==> config.mk <==
export PLATFORM = sky130hd
export DESIGN_NAME = rxf_host
export DESIGN_NICKNAME = d
export VERILOG_FILES = /design/src/design/rxf_pkg.sv /design/src/design/rxf_host.sv
export SDC_FILE = /design/constraint.sdc
export NUM_CORES = 1
export LEC_CHECK = 0
export ABC_AREA = 0
export BUFFER_PORTS_ARGS = -buffer_cell sky130_fd_sc_hd__buf_2
export CAP_MARGIN = 20
export CORE_MARGIN = 2
export CORE_UTILIZATION = 54
export CTS_CLUSTER_DIAMETER = 40
export DETAILED_ROUTE_END_ITERATION = 10
export PLACE_DENSITY = 0.76
export REMOVE_ABC_BUFFERS = 1
export SLEW_MARGIN = 25
export SYNTH_ARGS = -nofsm -noshare
export SYNTH_HDL_FRONTEND = slang
export SYNTH_SLANG_ARGS = --single-unit
==> constraint.sdc <==
create_clock -name sys_clk -period 3.05 [get_ports sys_clk]
set_input_delay 0.1525 -clock sys_clk [delete_from_list [all_inputs] [get_ports sys_clk]]
set_output_delay 0.1525 -clock sys_clk [all_outputs]
set_load 0.02 [all_outputs]
==> src/design/rxf_pkg.sv <==
// Purpose: Shared constants for the receive FIFO host interface
// Assumes: Word index of a register is its printed offset; byte address is four times it
// Notes:   FIFO entry packs the byte with its five error/status flags
package rxf_pkg;

  ////////////////////////////////////////////////////////////////////////////////
  // Register word indices (byte address = index * 4)
  localparam logic [9:0] REG_RX_DATA  = 10'h000;
  localparam logic [9:0] REG_STAT_01  = 10'h001;
  localparam logic [9:0] REG_STAT_0A  = 10'h00a;
  localparam logic [9:0] REG_STAT_0C  = 10'h00c;
  localparam logic [9:0] REG_STAT_0E  = 10'h00e;
  localparam logic [9:0] REG_FLUSH    = 10'h031;
  localparam logic [9:0] REG_TRIGGER  = 10'h32c;
  localparam logic [9:0] REG_IRQ_STAT = 10'h040;
  localparam logic [9:0] REG_IRQ_MASK = 10'h041;
  localparam logic [9:0] REG_MODE     = 10'h042;

  ////////////////////////////////////////////////////////////////////////////////
  // Status bit positions within their registers
  localparam int BIT_PARITY_RX  = 0;   // Register 01
  localparam int BIT_HALF_FULL  = 1;   // Register 01
  localparam int BIT_SYNC_FLAG  = 1;   // Register 0A
  localparam int BIT_FRAME_ERR  = 4;   // Register 0A
  localparam int BIT_PARITY_ERR = 5;   // Register 0A
  localparam int BIT_NOT_EMPTY  = 1;   // Register 0C
  localparam int BIT_BREAK      = 6;   // Register 0E
  localparam int BIT_RX_FLUSH   = 7;   // Flush control
  localparam int BIT_TX_FLUSH   = 3;   // Flush control
  localparam int BIT_HDLC_MODE  = 0;   // Mode register

  ////////////////////////////////////////////////////////////////////////////////
  // Trigger register layout and reset value
  localparam logic [7:0] TRIG_RESET   = 8'hcb;
  localparam logic [7:0] TRIG_WMASK   = 8'hde;  // Bits 5 and 0 read zero after any write; reset value CBh leaves bit 0 set
  localparam int         TRIG_LVL_LSB = 6;
  localparam int         TRIG_TO_LSB  = 2;
  localparam int         TRIG_TO_EN   = 1;

  // Threshold and idle time-out figures
  localparam logic [4:0] THRESH_0 = 5'd1;
  localparam logic [4:0] THRESH_1 = 5'd4;
  localparam logic [4:0] THRESH_2 = 5'd8;
  localparam logic [4:0] THRESH_3 = 5'd14;
  localparam logic [5:0] IDLE_BASE_BITS = 6'd9;
  localparam logic [5:0] IDLE_STEP_BITS = 6'd4;

  ////////////////////////////////////////////////////////////////////////////////
  // FIFO entry layout
  localparam int ENT_BRK = 8;
  localparam int ENT_SYN = 9;
  localparam int ENT_FE  = 10;
  localparam int ENT_PE  = 11;
  localparam int ENT_PAR = 12;
  localparam int ENT_W   = 13;

  // Interrupt status bits
  localparam int IRQ_BUF_FULL  = 0;
  localparam int IRQ_NOT_EMPTY = 1;
  localparam int IRQ_HALF_FULL = 2;
  localparam int IRQ_W         = 3;

endpackage : rxf_pkg

==> src/design/rxf_host.sv <==
// Purpose: Receive FIFO with per-byte error status, fill/idle request and flush control
// Assumes: Classic Wishbone slave, one clock, pump inputs synchronous to sys_clk
// Notes:   bit_tick is a one-cycle pulse per line bit time from the data pump
//
// Overview of operation
// - Trigger bit 1 clear: buffer-full request comes only from fill threshold
// - Sync flag bit in register 0A bit 1 reports 7E flag, HDLC only
// - Break-detected bit in register 0E bit 6 reports received async break
// - Register 0A bit 4: framing error async, abort in HDLC
// - Register 0A bit 5: parity error async, CRC failure in HDLC
// - Register 01 bit 0 shows received parity bit in stuff-parity mode
// - Register 01 bit 1 set while FIFO holds at least half capacity
// - Register 0C bit 1 set while FIFO holds any data
// - Writing one to 031 bit 7 empties receive FIFO, bit 3 transmit FIFO
// - Trigger bits 7:6 pick threshold 1, 4, 8 or 14 bytes
// - Trigger bits 4:2 pick idle time-out 9 to 37 bit times
// - Idle interval restarts on every pump write, receive-data pop or receive flush
// - Trigger register resets to CBh
`timescale 1ns/1ps
module rxf_host
  import rxf_pkg::*;
#(
  parameter int DEPTH = 16
) (
  // Clock and reset
  input  wire logic        sys_clk,
  input  wire logic        rst,
  // Wishbone slave
  input  wire logic [11:0] wb_adr_i,
  input  wire logic [31:0] wb_dat_i,
  input  wire logic [3:0]  wb_sel_i,
  input  wire logic        wb_we_i,
  input  wire logic        wb_cyc_i,
  input  wire logic        wb_stb_i,
  output logic      [31:0] wb_dat_o,
  output logic             wb_ack_o,
  // Data pump side
  input  wire logic        pump_valid,
  output logic             pump_ready,
  input  wire logic [7:0]  pump_data,
  input  wire logic        pump_break,
  input  wire logic        pump_sync,
  input  wire logic        pump_frame_err,
  input  wire logic        pump_parity_err,
  input  wire logic        pump_parity_bit,
  input  wire logic        bit_tick,
  // Host-facing status and control
  output logic             rx_buffer_full_req,
  output logic             rx_half_full,
  output logic             rx_not_empty,
  output logic             tx_flush,
  output logic             irq
);

  localparam int AW = $clog2(DEPTH);

  // Pointer arithmetic relies on a power-of-two depth; refused while elaborating
  if (DEPTH < 16 || DEPTH > 64 || (DEPTH & (DEPTH - 1)) != 0) begin : g_depth_check
    $error("rxf_host: DEPTH must be a power of two from 16 to 64");
  end

  typedef struct packed {
    logic [DEPTH-1:0][ENT_W-1:0] mem;
    logic [AW-1:0]               rd_ptr;
    logic [AW-1:0]               wr_ptr;
    logic [AW:0]                 count;
    logic [7:0]                  trig;
    logic                        hdlc;
    logic [IRQ_W-1:0]            irq_stat;
    logic [IRQ_W-1:0]            irq_mask;
    logic [5:0]                  idle_cnt;
    logic                        timed_out;
    logic                        ack;
    logic [31:0]                 dat;
    logic                        tx_flush;
    logic [IRQ_W-1:0]            ev_q;
  } rxf_state_t;

  rxf_state_t s;
  rxf_state_t next_s;

  ////////////////////////////////////////////////////////////////////////////////
  // Decode helpers

  // Fill threshold from trigger bits 7:6
  function automatic logic [4:0] rxf_thresh(input logic [1:0] code);
    case (code)
      2'b00:   return THRESH_0;
      2'b01:   return THRESH_1;
      2'b10:   return THRESH_2;
      default: return THRESH_3;
    endcase
  endfunction : rxf_thresh

  // Idle limit in bit times from trigger bits 4:2
  function automatic logic [5:0] rxf_idle_limit(input logic [2:0] code);
    return IDLE_BASE_BITS + 6'(IDLE_STEP_BITS * code);
  endfunction : rxf_idle_limit

  // Register word hit
  function automatic logic rxf_hit(input logic [11:0] adr, input logic [9:0] idx);
    return adr[11:2] == idx;
  endfunction : rxf_hit

  ////////////////////////////////////////////////////////////////////////////////
  // Combinational view of the FIFO head and flags

  logic [ENT_W-1:0] head;
  logic             not_empty;
  logic             half_full;
  logic             full;
  logic [4:0]       thresh;
  logic             fill_req;
  logic             bus_req;
  logic             bus_take;
  logic             host_pop;
  logic             rx_flush_cmd;
  logic             push;
  logic             pop;
  logic [31:0]      rd_val;

  // Head entry is only meaningful when not empty, so flags are gated by it
  assign head      = s.mem[s.rd_ptr] & {ENT_W{not_empty}};
  assign not_empty = s.count != '0;
  assign half_full = s.count >= (AW + 1)'(DEPTH / 2);
  assign full      = s.count == (AW + 1)'(DEPTH);
  assign thresh    = rxf_thresh(s.trig[TRIG_LVL_LSB +: 2]);
  assign fill_req  = s.count >= (AW + 1)'(thresh);

  // Time-out path only counts when enabled, and never on an empty FIFO
  assign rx_buffer_full_req = fill_req
                            | (s.trig[TRIG_TO_EN] & s.timed_out & not_empty);
  assign rx_half_full = half_full;
  assign rx_not_empty = not_empty;
  assign tx_flush     = s.tx_flush;
  assign irq          = |(s.irq_stat & s.irq_mask);
  assign wb_ack_o     = s.ack;
  assign wb_dat_o     = s.dat;

  // Pump back-pressure: a full FIFO refuses the byte until the host drains one
  assign pump_ready = !full;

  // Bus request seen in first cycle; write and pop act at the edge ack is sampled
  assign bus_req      = wb_cyc_i & wb_stb_i & !s.ack;
  assign bus_take     = wb_cyc_i & wb_stb_i & s.ack;
  assign host_pop     = bus_take & !wb_we_i & rxf_hit(wb_adr_i, REG_RX_DATA) & not_empty;
  assign rx_flush_cmd = bus_take & wb_we_i & wb_sel_i[0] & rxf_hit(wb_adr_i, REG_FLUSH)
                      & wb_dat_i[BIT_RX_FLUSH];
  assign push         = pump_valid & !full & !rx_flush_cmd;
  assign pop          = host_pop & !rx_flush_cmd;

  ////////////////////////////////////////////////////////////////////////////////
  // Read multiplexer; status registers are read before the data pop

  always_comb begin
    rd_val = 32'h0000_0000;
    case (wb_adr_i[11:2])
      REG_RX_DATA: rd_val[7:0] = head[7:0];
      REG_STAT_01: begin
        rd_val[BIT_PARITY_RX] = !s.hdlc & head[ENT_PAR];
        rd_val[BIT_HALF_FULL] = half_full;
      end
      REG_STAT_0A: begin
        rd_val[BIT_SYNC_FLAG]  = s.hdlc & head[ENT_SYN];
        rd_val[BIT_FRAME_ERR]  = head[ENT_FE];
        rd_val[BIT_PARITY_ERR] = head[ENT_PE];
      end
      REG_STAT_0C:  rd_val[BIT_NOT_EMPTY] = not_empty;
      REG_STAT_0E:  rd_val[BIT_BREAK]     = head[ENT_BRK];
      REG_TRIGGER:  rd_val[7:0]           = s.trig;
      REG_IRQ_STAT: rd_val[IRQ_W-1:0]     = s.irq_stat;
      REG_IRQ_MASK: rd_val[IRQ_W-1:0]     = s.irq_mask;
      REG_MODE:     rd_val[BIT_HDLC_MODE] = s.hdlc;
      default:      rd_val = 32'h0000_0000;  // Flush bits self-clear; unmapped reads zero
    endcase
  end

  ////////////////////////////////////////////////////////////////////////////////
  // Next-state logic

  logic [IRQ_W-1:0] ev_now;
  logic [IRQ_W-1:0] ev_rise;
  logic [IRQ_W-1:0] w1c;

  always_comb begin
    next_s = s;
    ev_now = '0;
    ev_rise = '0;
    w1c = '0;

    // Bus handshake: ack one cycle after the request, dropped the cycle after
    next_s.ack = bus_req;
    if (bus_req) begin
      next_s.dat = rd_val;
    end
    next_s.tx_flush = 1'b0;

    // FIFO storage; status bits ride with the byte
    if (push) begin
      next_s.mem[s.wr_ptr] = {pump_parity_bit, pump_parity_err, pump_frame_err,
                              pump_sync, pump_break, pump_data};
      next_s.wr_ptr = s.wr_ptr + 1'b1;
    end
    if (pop) begin
      next_s.rd_ptr = s.rd_ptr + 1'b1;
    end
    case ({push, pop})
      2'b10:   next_s.count = s.count + 1'b1;
      2'b01:   next_s.count = s.count - 1'b1;
      default: next_s.count = s.count;
    endcase
    if (rx_flush_cmd) begin
      next_s.rd_ptr = '0;
      next_s.wr_ptr = '0;
      next_s.count  = '0;
    end

    // Idle timer: restarted by traffic, counts bit ticks up to the chosen limit
    if (push || pop || rx_flush_cmd) begin
      next_s.idle_cnt  = '0;
      next_s.timed_out = 1'b0;
    end else if (bit_tick && !s.timed_out) begin
      if (s.idle_cnt + 6'd1 >= rxf_idle_limit(s.trig[TRIG_TO_LSB +: 3])) begin
        next_s.timed_out = 1'b1;
        next_s.idle_cnt  = '0;
      end else begin
        next_s.idle_cnt = s.idle_cnt + 6'd1;
      end
    end

    // Register writes take effect at the edge where ack is sampled
    if (bus_take && wb_we_i && wb_sel_i[0]) begin
      case (wb_adr_i[11:2])
        REG_FLUSH:    next_s.tx_flush = wb_dat_i[BIT_TX_FLUSH];
        REG_TRIGGER:  next_s.trig     = wb_dat_i[7:0] & TRIG_WMASK;
        REG_IRQ_STAT: w1c             = wb_dat_i[IRQ_W-1:0];
        REG_IRQ_MASK: next_s.irq_mask = wb_dat_i[IRQ_W-1:0];
        REG_MODE:     next_s.hdlc     = wb_dat_i[BIT_HDLC_MODE];
        default:      next_s.trig     = s.trig;
      endcase
    end

    // Sticky events on rising flags; a new event wins over a same-cycle clear
    ev_now[IRQ_BUF_FULL]  = rx_buffer_full_req;
    ev_now[IRQ_NOT_EMPTY] = not_empty;
    ev_now[IRQ_HALF_FULL] = half_full;
    ev_rise = ev_now & ~s.ev_q;
    next_s.ev_q = ev_now;
    next_s.irq_stat = (s.irq_stat & ~w1c) | ev_rise;
  end

  ////////////////////////////////////////////////////////////////////////////////
  // State register

  always_ff @(posedge sys_clk) begin
    if (rst) begin
      s      <= '0;
      s.trig <= TRIG_RESET;
    end else begin
      s <= next_s;
    end
  end

  logic rd_0a;
  logic rd_01;
  logic rd_0e;
  assign rd_0a = s.ack & !wb_we_i & rxf_hit(wb_adr_i, REG_STAT_0A);
  assign rd_01 = s.ack & !wb_we_i & rxf_hit(wb_adr_i, REG_STAT_01);
  assign rd_0e = s.ack & !wb_we_i & rxf_hit(wb_adr_i, REG_STAT_0E);
endmodule : rxf_host

==> impl_results.md, run 1 <==
- Status: completed
- Most Frequent Cell on Critical Path: buf_4
- Cell Area, Synth: ~12000 µm²
- Die height: 156 µm
- Core area: 22600 µm²
- Maximum number of pins on one net before global-route repair: 66
- Crit path time final: roughly 2.8 ns
- Slew Viols, Final: 0
- Critical Path Stages: 12
- CP required: 3.42 ns
- Root Buffer: clkbuf_16
- Row cnt: 55
- Crit path launch: s[59]$_SDFFE_PP0P_
- Total track usage: 0.236
- Yosys reg bits: 255
- Setup Viol. Count Final: 0
- Sequential fraction of the synthesis area: 0.409
- TritonCTS Buffers: 34
- Grt ovf: 0
- Detail Route Antenna Nets: 0
- RR Startpoint: s[59]$_SDFFE_PP0P_
- Initial antenna violation count: 0
- First-pass GRT wire length: 45300 µm
- Final setup TNS: 0 ns
- Clk pin slew, worst setup/hold paths: ~0.060 ns
- IO Port Bufs: 52
- Routed vias/inst: between 5 and 6
- Final Instance Area: 13700 µm²
- Yosys warning count: 0
- Part of the cycle the worst path needs: 0.902
- Critical path class: flip-flop to flip-flop
- Max frequency: approximately 0.36 GHz
- Number of max-cap violations: 0
- WHS Path Cells: 2
- Sequential cell area: 5110 µm²
- Ant. Diodes: 0
- Setup crit start kind: flip-flop
- Worst-Skew Late Latency: roughly 0.52 ns
- Die W: 156 µm
- CTS tree: done
- Area growth syn-to-layout: 10.2%
- Hold Vio Cnt, Final: 0
- Reg2reg path depth: 12
- Initial DRC Count: between 600 and 700
- Reg2reg setup slack: around 0.30 ns
- Maximum VDD drop: between 500 and 600 µV
- Post-DP Area: 12500 µm²
- Clk sinks: approximately 260
- Area of the multi-input gates: approximately 6400 µm²
- Crit path max-delay family: simple AND/OR/NAND/NOR gates
- Slowest cell delay on critical path: 0.61 ns
- Post-Route WL: about 29000 µm
- CP endpoint kind: flip-flop
- DR WL/cell: roughly 19 µm
- Dpl hpwl: ~18000 µm
- Pre-antenna DRT Iters: 5
- Die ar.: 24300 µm²
- HP Class: input pin to flip-flop
- Maximum clock path buffer count: 3
- P_leak: 5.02 nW
- Top_reg_cell synth: dfxtp_1
- Final-stage net count: between 1k and 1.5k
- Via count: between 8k and 9k
- Worst slew pin tran: between 1 and 1.5 ns
- Synth cell types: between 50 and 60
- Relative slew slack: 0.270
- Asr flop ratio synth: 0
- WP buf/inv: 2
- Initial Util: 0.551
- CP Cell Sequence: or4_1 -> o21ai_2 -> nor4b_4 -> buf_4 -> buf_4 -> ha_1 -> a211o_1 -> nand2_1 -> nand3b_1 -> a31oi_1 -> xnor2_1 -> nor2_1
- Layout cells sized above 1: 0.184
- Routability cong.: a little under 0.9
- H-tree levels: 2
- Hold path start: rst
- Pwr Density: 575 nW/µm²
- Crit-path max FO: 6
- Critical Path AT: ~3.1 ns
- Mapped Cells: approximately 1.2k
- RSZ-0062 raised after global routing: no
- Post-synth EDFFs: 0
- Worst hold slack: roughly 0.025 ns
- Slowest library cell on the worst path: or4_1
- Remaining DRCs: 0
- Vias in the first global route: between 8k and 9k
- Setup Skew: about 0.015 ns
- Mapped Avg Cell Area: between 10 and 15 µm²
- FILL cells: around 1.8k
- IO Count: ~110
-- worst paths after layout --
path	end
worst max register to register	s[63]$_SDFFE_PP0P_
worst max-delay path	s[63]$_SDFFE_PP0P_
worst min register to register	s[51]$_SDFFE_PP1P_
worst min-delay path	s[225]$_SDFFE_PP0P_
-- stage by stage --
step           setup slack (ns)  utilization  instances  total power (W)
2_1_floorplan            -0.324            -       1088          0.00370
3_3_place_gp              0.293        0.551       1457          0.00389
3_5_place_dp              0.229        0.551       1457          0.00390
4_1_cts                   0.195        0.606       1525          0.00795
5_1_grt                  0.0255        0.607       1526          0.00814
6_report                  0.299        0.607       1526          0.00791
-- state kept, by name (all words and copies together), names as in the netlist --
signal    flops
s           245
tx_flush      1
wb_ack_o      1
wb_dat_o      8
-- cells by family after synthesis --
kind of cell               share of synthesized area
AOI/OAI and AO/OA                             0.0383
buffers and inverters                         0.0852
muxes                                          0.289
xor gates and xnor gates                      0.0147
adders and majority gates                     0.0211
DFF                                            0.409
other                                       0.000301
and+or+nand+nor                                0.142
-- cell usage after synthesis, drive strengths merged, types with 6 or more instances --
| master | instances | area, µm² |
|---|---|---|
| xnor2 | 12 | 105 |
| inv | 22 | 82.6 |
| o21ai | 10 | 53.8 |
| nand3 | 16 | 92.6 |
| mux4 | 54 | 1220 |
| mux2i | 230 | 2300 |
| nor3 | 8 | 40.0 |
| nand2 | 29 | 109 |
| and3 | 6 | 37.5 |
| buf | 95 | 841 |
| nor2b | 9 | 56.3 |
| nor3b | 6 | 65.1 |
| ha | 21 | 263 |
| a21oi | 20 | 100 |
| a211oi | 6 | 45.0 |
| and4 | 14 | 153 |
| dfxtp | 255 | 5100 |
| xor2 | 9 | 78.8 |
| mux2 | 8 | 90.1 |
| nand2b | 6 | 37.5 |
| a211o | 6 | 52.6 |
| clkbuf | 37 | 139 |
| nor2 | 271 | 1020 |
-- power by group --
part           switching [W]  total, W  internal, W
logic               0.000284  0.000438     0.000154
registers          0.0000289   0.00341      0.00338
clock network        0.00150   0.00406      0.00256
total                0.00182   0.00791      0.00609
-- area by class of cell --
cell class | count | share of cell area
Multi-Input combinational cell | 811 | 0.468
Sequential cell | 255 | 0.372
Clock buffer | 46 | 0.0695
Timing Repair Buffer | 93 | 0.0441
Tap cell | 285 | 0.0259
Clock inverter | 14 | 0.0152
Inverter | 22 | 0.00601
-- worst reg2reg max path, delay by kind of cell, from the launching register on --
kind | cells | cell delay, ns
AND/OR/NAND/NOR | 5 | 0.89
AO/OA/AOI/OAI | 3 | 0.68
flip-flops | 1 | 0.37
buffers and inverters | 2 | 0.28
adder cells (fa/ha/maj) | 1 | 0.25
XOR/XNOR | 1 | 0.13
-- repair_timing --
action	4_1_cts	5_1_grt
hold buffers	8	0
hold endpoints to repair	12	0
setup endpoints to repair	0	1
buffers inserted	0	1
resized for setup	0	2
-- metal layers --
layer / wire length (µm) / track usage
met1: 12600 / 0.313
met4: 628 / 0.0677
met5: 0 / 0
met3: 1460 / 0.0367
met2: 13800 / 0.400
-- cell usage in the layout (no fill, tap or decap), types with 20 or more instances in the layout --
master / instances
a21oi_1: 20
buf_2: 51
buf_4: 32
clkbuf_16: 34
conb_1: 24
dfxtp_1: 252
ha_1: 20
inv_1: 22
mux2i_1: 230
mux4_2: 54
nand2_1: 29
nor2_1: 271
Note: power is estimated with default switching activity, not from simulation.
==> run 2: changes to the inputs <==
--- a/config.mk
+++ b/config.mk
@@ -8,6 +8,7 @@
 export ABC_AREA = 0
 export BUFFER_PORTS_ARGS = -buffer_cell sky130_fd_sc_hd__buf_2
 export CAP_MARGIN = 20
+export CORE_ASPECT_RATIO = 0.7
 export CORE_MARGIN = 2
 export CORE_UTILIZATION = 54
 export CTS_CLUSTER_DIAMETER = 40
==> impl_results.md, run 2 (same netlist as run 1, synthesis figures left out) <==
- Status: completed (unchanged)
- Worst hold slack: 0.0242 ns (was 0.0255 ns)
- Detail Route Antenna Nets: 0 (unchanged)
- Die ar.: 24300 µm² (about the same)
- Setup crit start kind: input pin (was flip-flop)
- Routed vias/inst: 5.67 (was 5.69)
- H-tree levels: 1 (was 2)
- Setup bufs post-CTS: 0 (unchanged)
- Relative slew slack: 0.524 (was 0.270)
- Part of the cycle the worst path needs: 0.921 (was 0.902)
- Number of max-cap violations: 0 (unchanged)
- Core area: 22700 µm² (was 22600 µm²)
- Routability cong.: 0.906 (was 0.889)
- Grt ovf: 0 (unchanged)
- Layout cells sized above 1: 0.176 (was 0.184)
- Clk pin slew, worst setup/hold paths: 0.06 ns (about the same)
- DR WL/cell: 19.0 µm (was 18.7 µm)
- Slowest cell delay on critical path: 0.53 ns (was 0.61 ns)
- CP required: 3.44 ns (was 3.42 ns)
- Remaining DRCs: 0 (unchanged)
- Setup Skew: 0.00858 ns (was 0.0153 ns)
- Area of the multi-input gates: 6430 µm² (about the same)
- Max frequency: 0.356 GHz (was 0.363 GHz)
- Final setup TNS: 0 ns (unchanged)
- HP Class: input pin to flip-flop (unchanged)
- Max FFs per register: 245 (unchanged)
- Area growth syn-to-layout: 8.76% (was 10.2%)
- Slowest library cell on the worst path: dlygate4sd3_1 (was or4_1)
- Total track usage: 0.240 (was 0.236)
- Most frequent cells in the layout: nor2_1, dfxtp_1, mux2i_1 (unchanged)
- Worst slew pin tran: 0.711 ns (was 1.10 ns)
- CTS tree: done (unchanged)
- Maximum clock path buffer count: 3 (unchanged)
- Row cnt: 46 (was 55)
- Slew Viols, Final: 0 (unchanged)
- Clk sinks: 255 (unchanged)
- CP endpoint kind: flip-flop (unchanged)
- Most Frequent Cell on Critical Path: nor2_1 (was buf_4)
- First-pass GRT wire length: 46500 µm (was 45300 µm)
- Pwr Density: 538 nW/µm² (was 575 nW/µm²)
- Initial antenna violation count: 1 (was 0)
- P_leak: 4.89 nW (was 5.02 nW)
- Worst-Skew Late Latency: 0.52 ns (about the same)
- Critical Path AT: 3.20 ns (was 3.12 ns)
- Vias in the first global route: 8367 (was 8437)
- TritonCTS Buffers: 27 (was 34)
- IO Port Bufs: 52 (unchanged)
- Crit path time final: 2.81 ns (was 2.75 ns)
- Initial Util: 0.550 (was 0.551)
- Post-Route WL: 29300 µm (was 28500 µm)
- CP Cell Sequence: dlygate4sd3_1 -> buf_2 -> nor4_4 -> nand2_1 -> nor4b_4 -> ha_2 -> xor2_1 -> ha_1 -> nor2_1 -> nor3b_1 -> o21ai_0 -> a31oi_1 -> xnor2_1 -> nor2_1 (was or4_1 -> o21ai_2 -> nor4b_4 -> buf_4 -> buf_4 -> ha_1 -> a211o_1 -> nand2_1 -> nand3b_1 -> a31oi_1 -> xnor2_1 -> nor2_1)
- Initial DRC Count: 716 (was 652)
- Die height: 131 µm (was 156 µm)
- Pre-antenna DRT Iters: 5 (unchanged)
- FILL cells: 1916 (was 1835)
- Final Power: 0.00729 W (was 0.00791 W)
- Most common cell after layout, fill and taps aside: nor2_1 (unchanged)
- RSZ-0062 raised after global routing: no (unchanged)
- Dpl hpwl: 18900 µm (was 17700 µm)
- Biggest register: s (unchanged)
- Critical path class: input pin to flip-flop (was flip-flop to flip-flop)
- IO Count: 107 (unchanged)
- Setup Viol. Count Final: 0 (unchanged)
- Hold Vio Cnt, Final: 0 (unchanged)
- Root Buffer: clkbuf_16 (unchanged)
- Crit-path max FO: 7 (was 6)
- Die W: 186 µm (was 156 µm)
- Maximum VDD drop: 419 µV (was 503 µV)
- Maximum number of pins on one net before global-route repair: 77 (was 66)
- Final-stage net count: 1294 (was 1306)
- Sequential cell area: 5110 µm² (unchanged)
- Via count: 8721 (was 8676)
run 2: final cells by class:
type                    count  area share
diodes                      1    0.000185
flip-flops and latches    255       0.377
clock buffers              31      0.0517
well taps                 312      0.0288
clock inverters            17      0.0169
multi-input cells         811       0.474
repair buffers             88      0.0457
inverters                  22     0.00609
run 2: worst paths after layout:
kind | endpoint | from | slack (ns) | cells past startpoint
setup / recovery | s[63]$_SDFFE_PP0P_ | wb_adr_i[4] | 0.24 | 14
hold / removal | s[58]$_SDFFE_PP1P_ | wb_dat_i[7] | 0.02 | 4
setup reg to reg | s[63]$_SDFFE_PP0P_ | s[59]$_SDFFE_PP0P_ | 0.30 | 12
hold reg to reg | s[51]$_SDFFE_PP1P_ | s[51]$_SDFFE_PP1P_ | 0.48 | 1
run 2: where the power goes:
| part | leakage [nW] | internal, W | switching, W |
|---|---|---|---|
| clock | 0.452 | 0.00202 | 0.00142 |
| sequential | 2.06 | 0.00338 | 0.0000292 |
| combinational | 2.37 | 0.000158 | 0.000289 |
| total | 4.89 | 0.00556 | 0.00173 |
run 2: what timing repair did:
action | 4_1_cts | 5_1_grt
endpoints found under the setup margin | 0 | 1
endpoints found under the hold margin | 15 | 0
resized for setup | 0 | 3
hold buffers | 8 | 0
run 2: through the flow:
step | util | setup WS (ns) | instance area [µm²] | std cells
after detailed placement | 0.553 | 0.131 | 12500 | 1480
after CTS | 0.597 | 0.103 | 13500 | 1536
after global routing | 0.598 | 0.0369 | 13600 | 1536
after global placement | 0.553 | 0.151 | 12500 | 1480
after floorplan | - | -0.324 | 11600 | 1088
final | 0.598 | 0.239 | 13600 | 1537
run 2: routing by layer:
| metal | share of wire | global-route usage | vias to the layer above |
|---|---|---|---|
| met3 | 0.067 | 0.0382 | 43 |
| li1 | - | - | 4122 |
| met5 | 0 | 0 | - |
| met1 | 0.47 | 0.355 | 4264 |
| met2 | 0.45 | 0.372 | 292 |
| met4 | 0.015 | 0.0477 | 0 |
run 2: worst max-delay path, delay by kind of cell:
family,cells,cell delay [ns]
AOI/OAI and AO/OA,2,0.35
adders and majority gates,2,0.53
buffers and inverters,2,0.69
xor gates and xnor gates,2,0.31
and+or+nand+nor,6,1.17
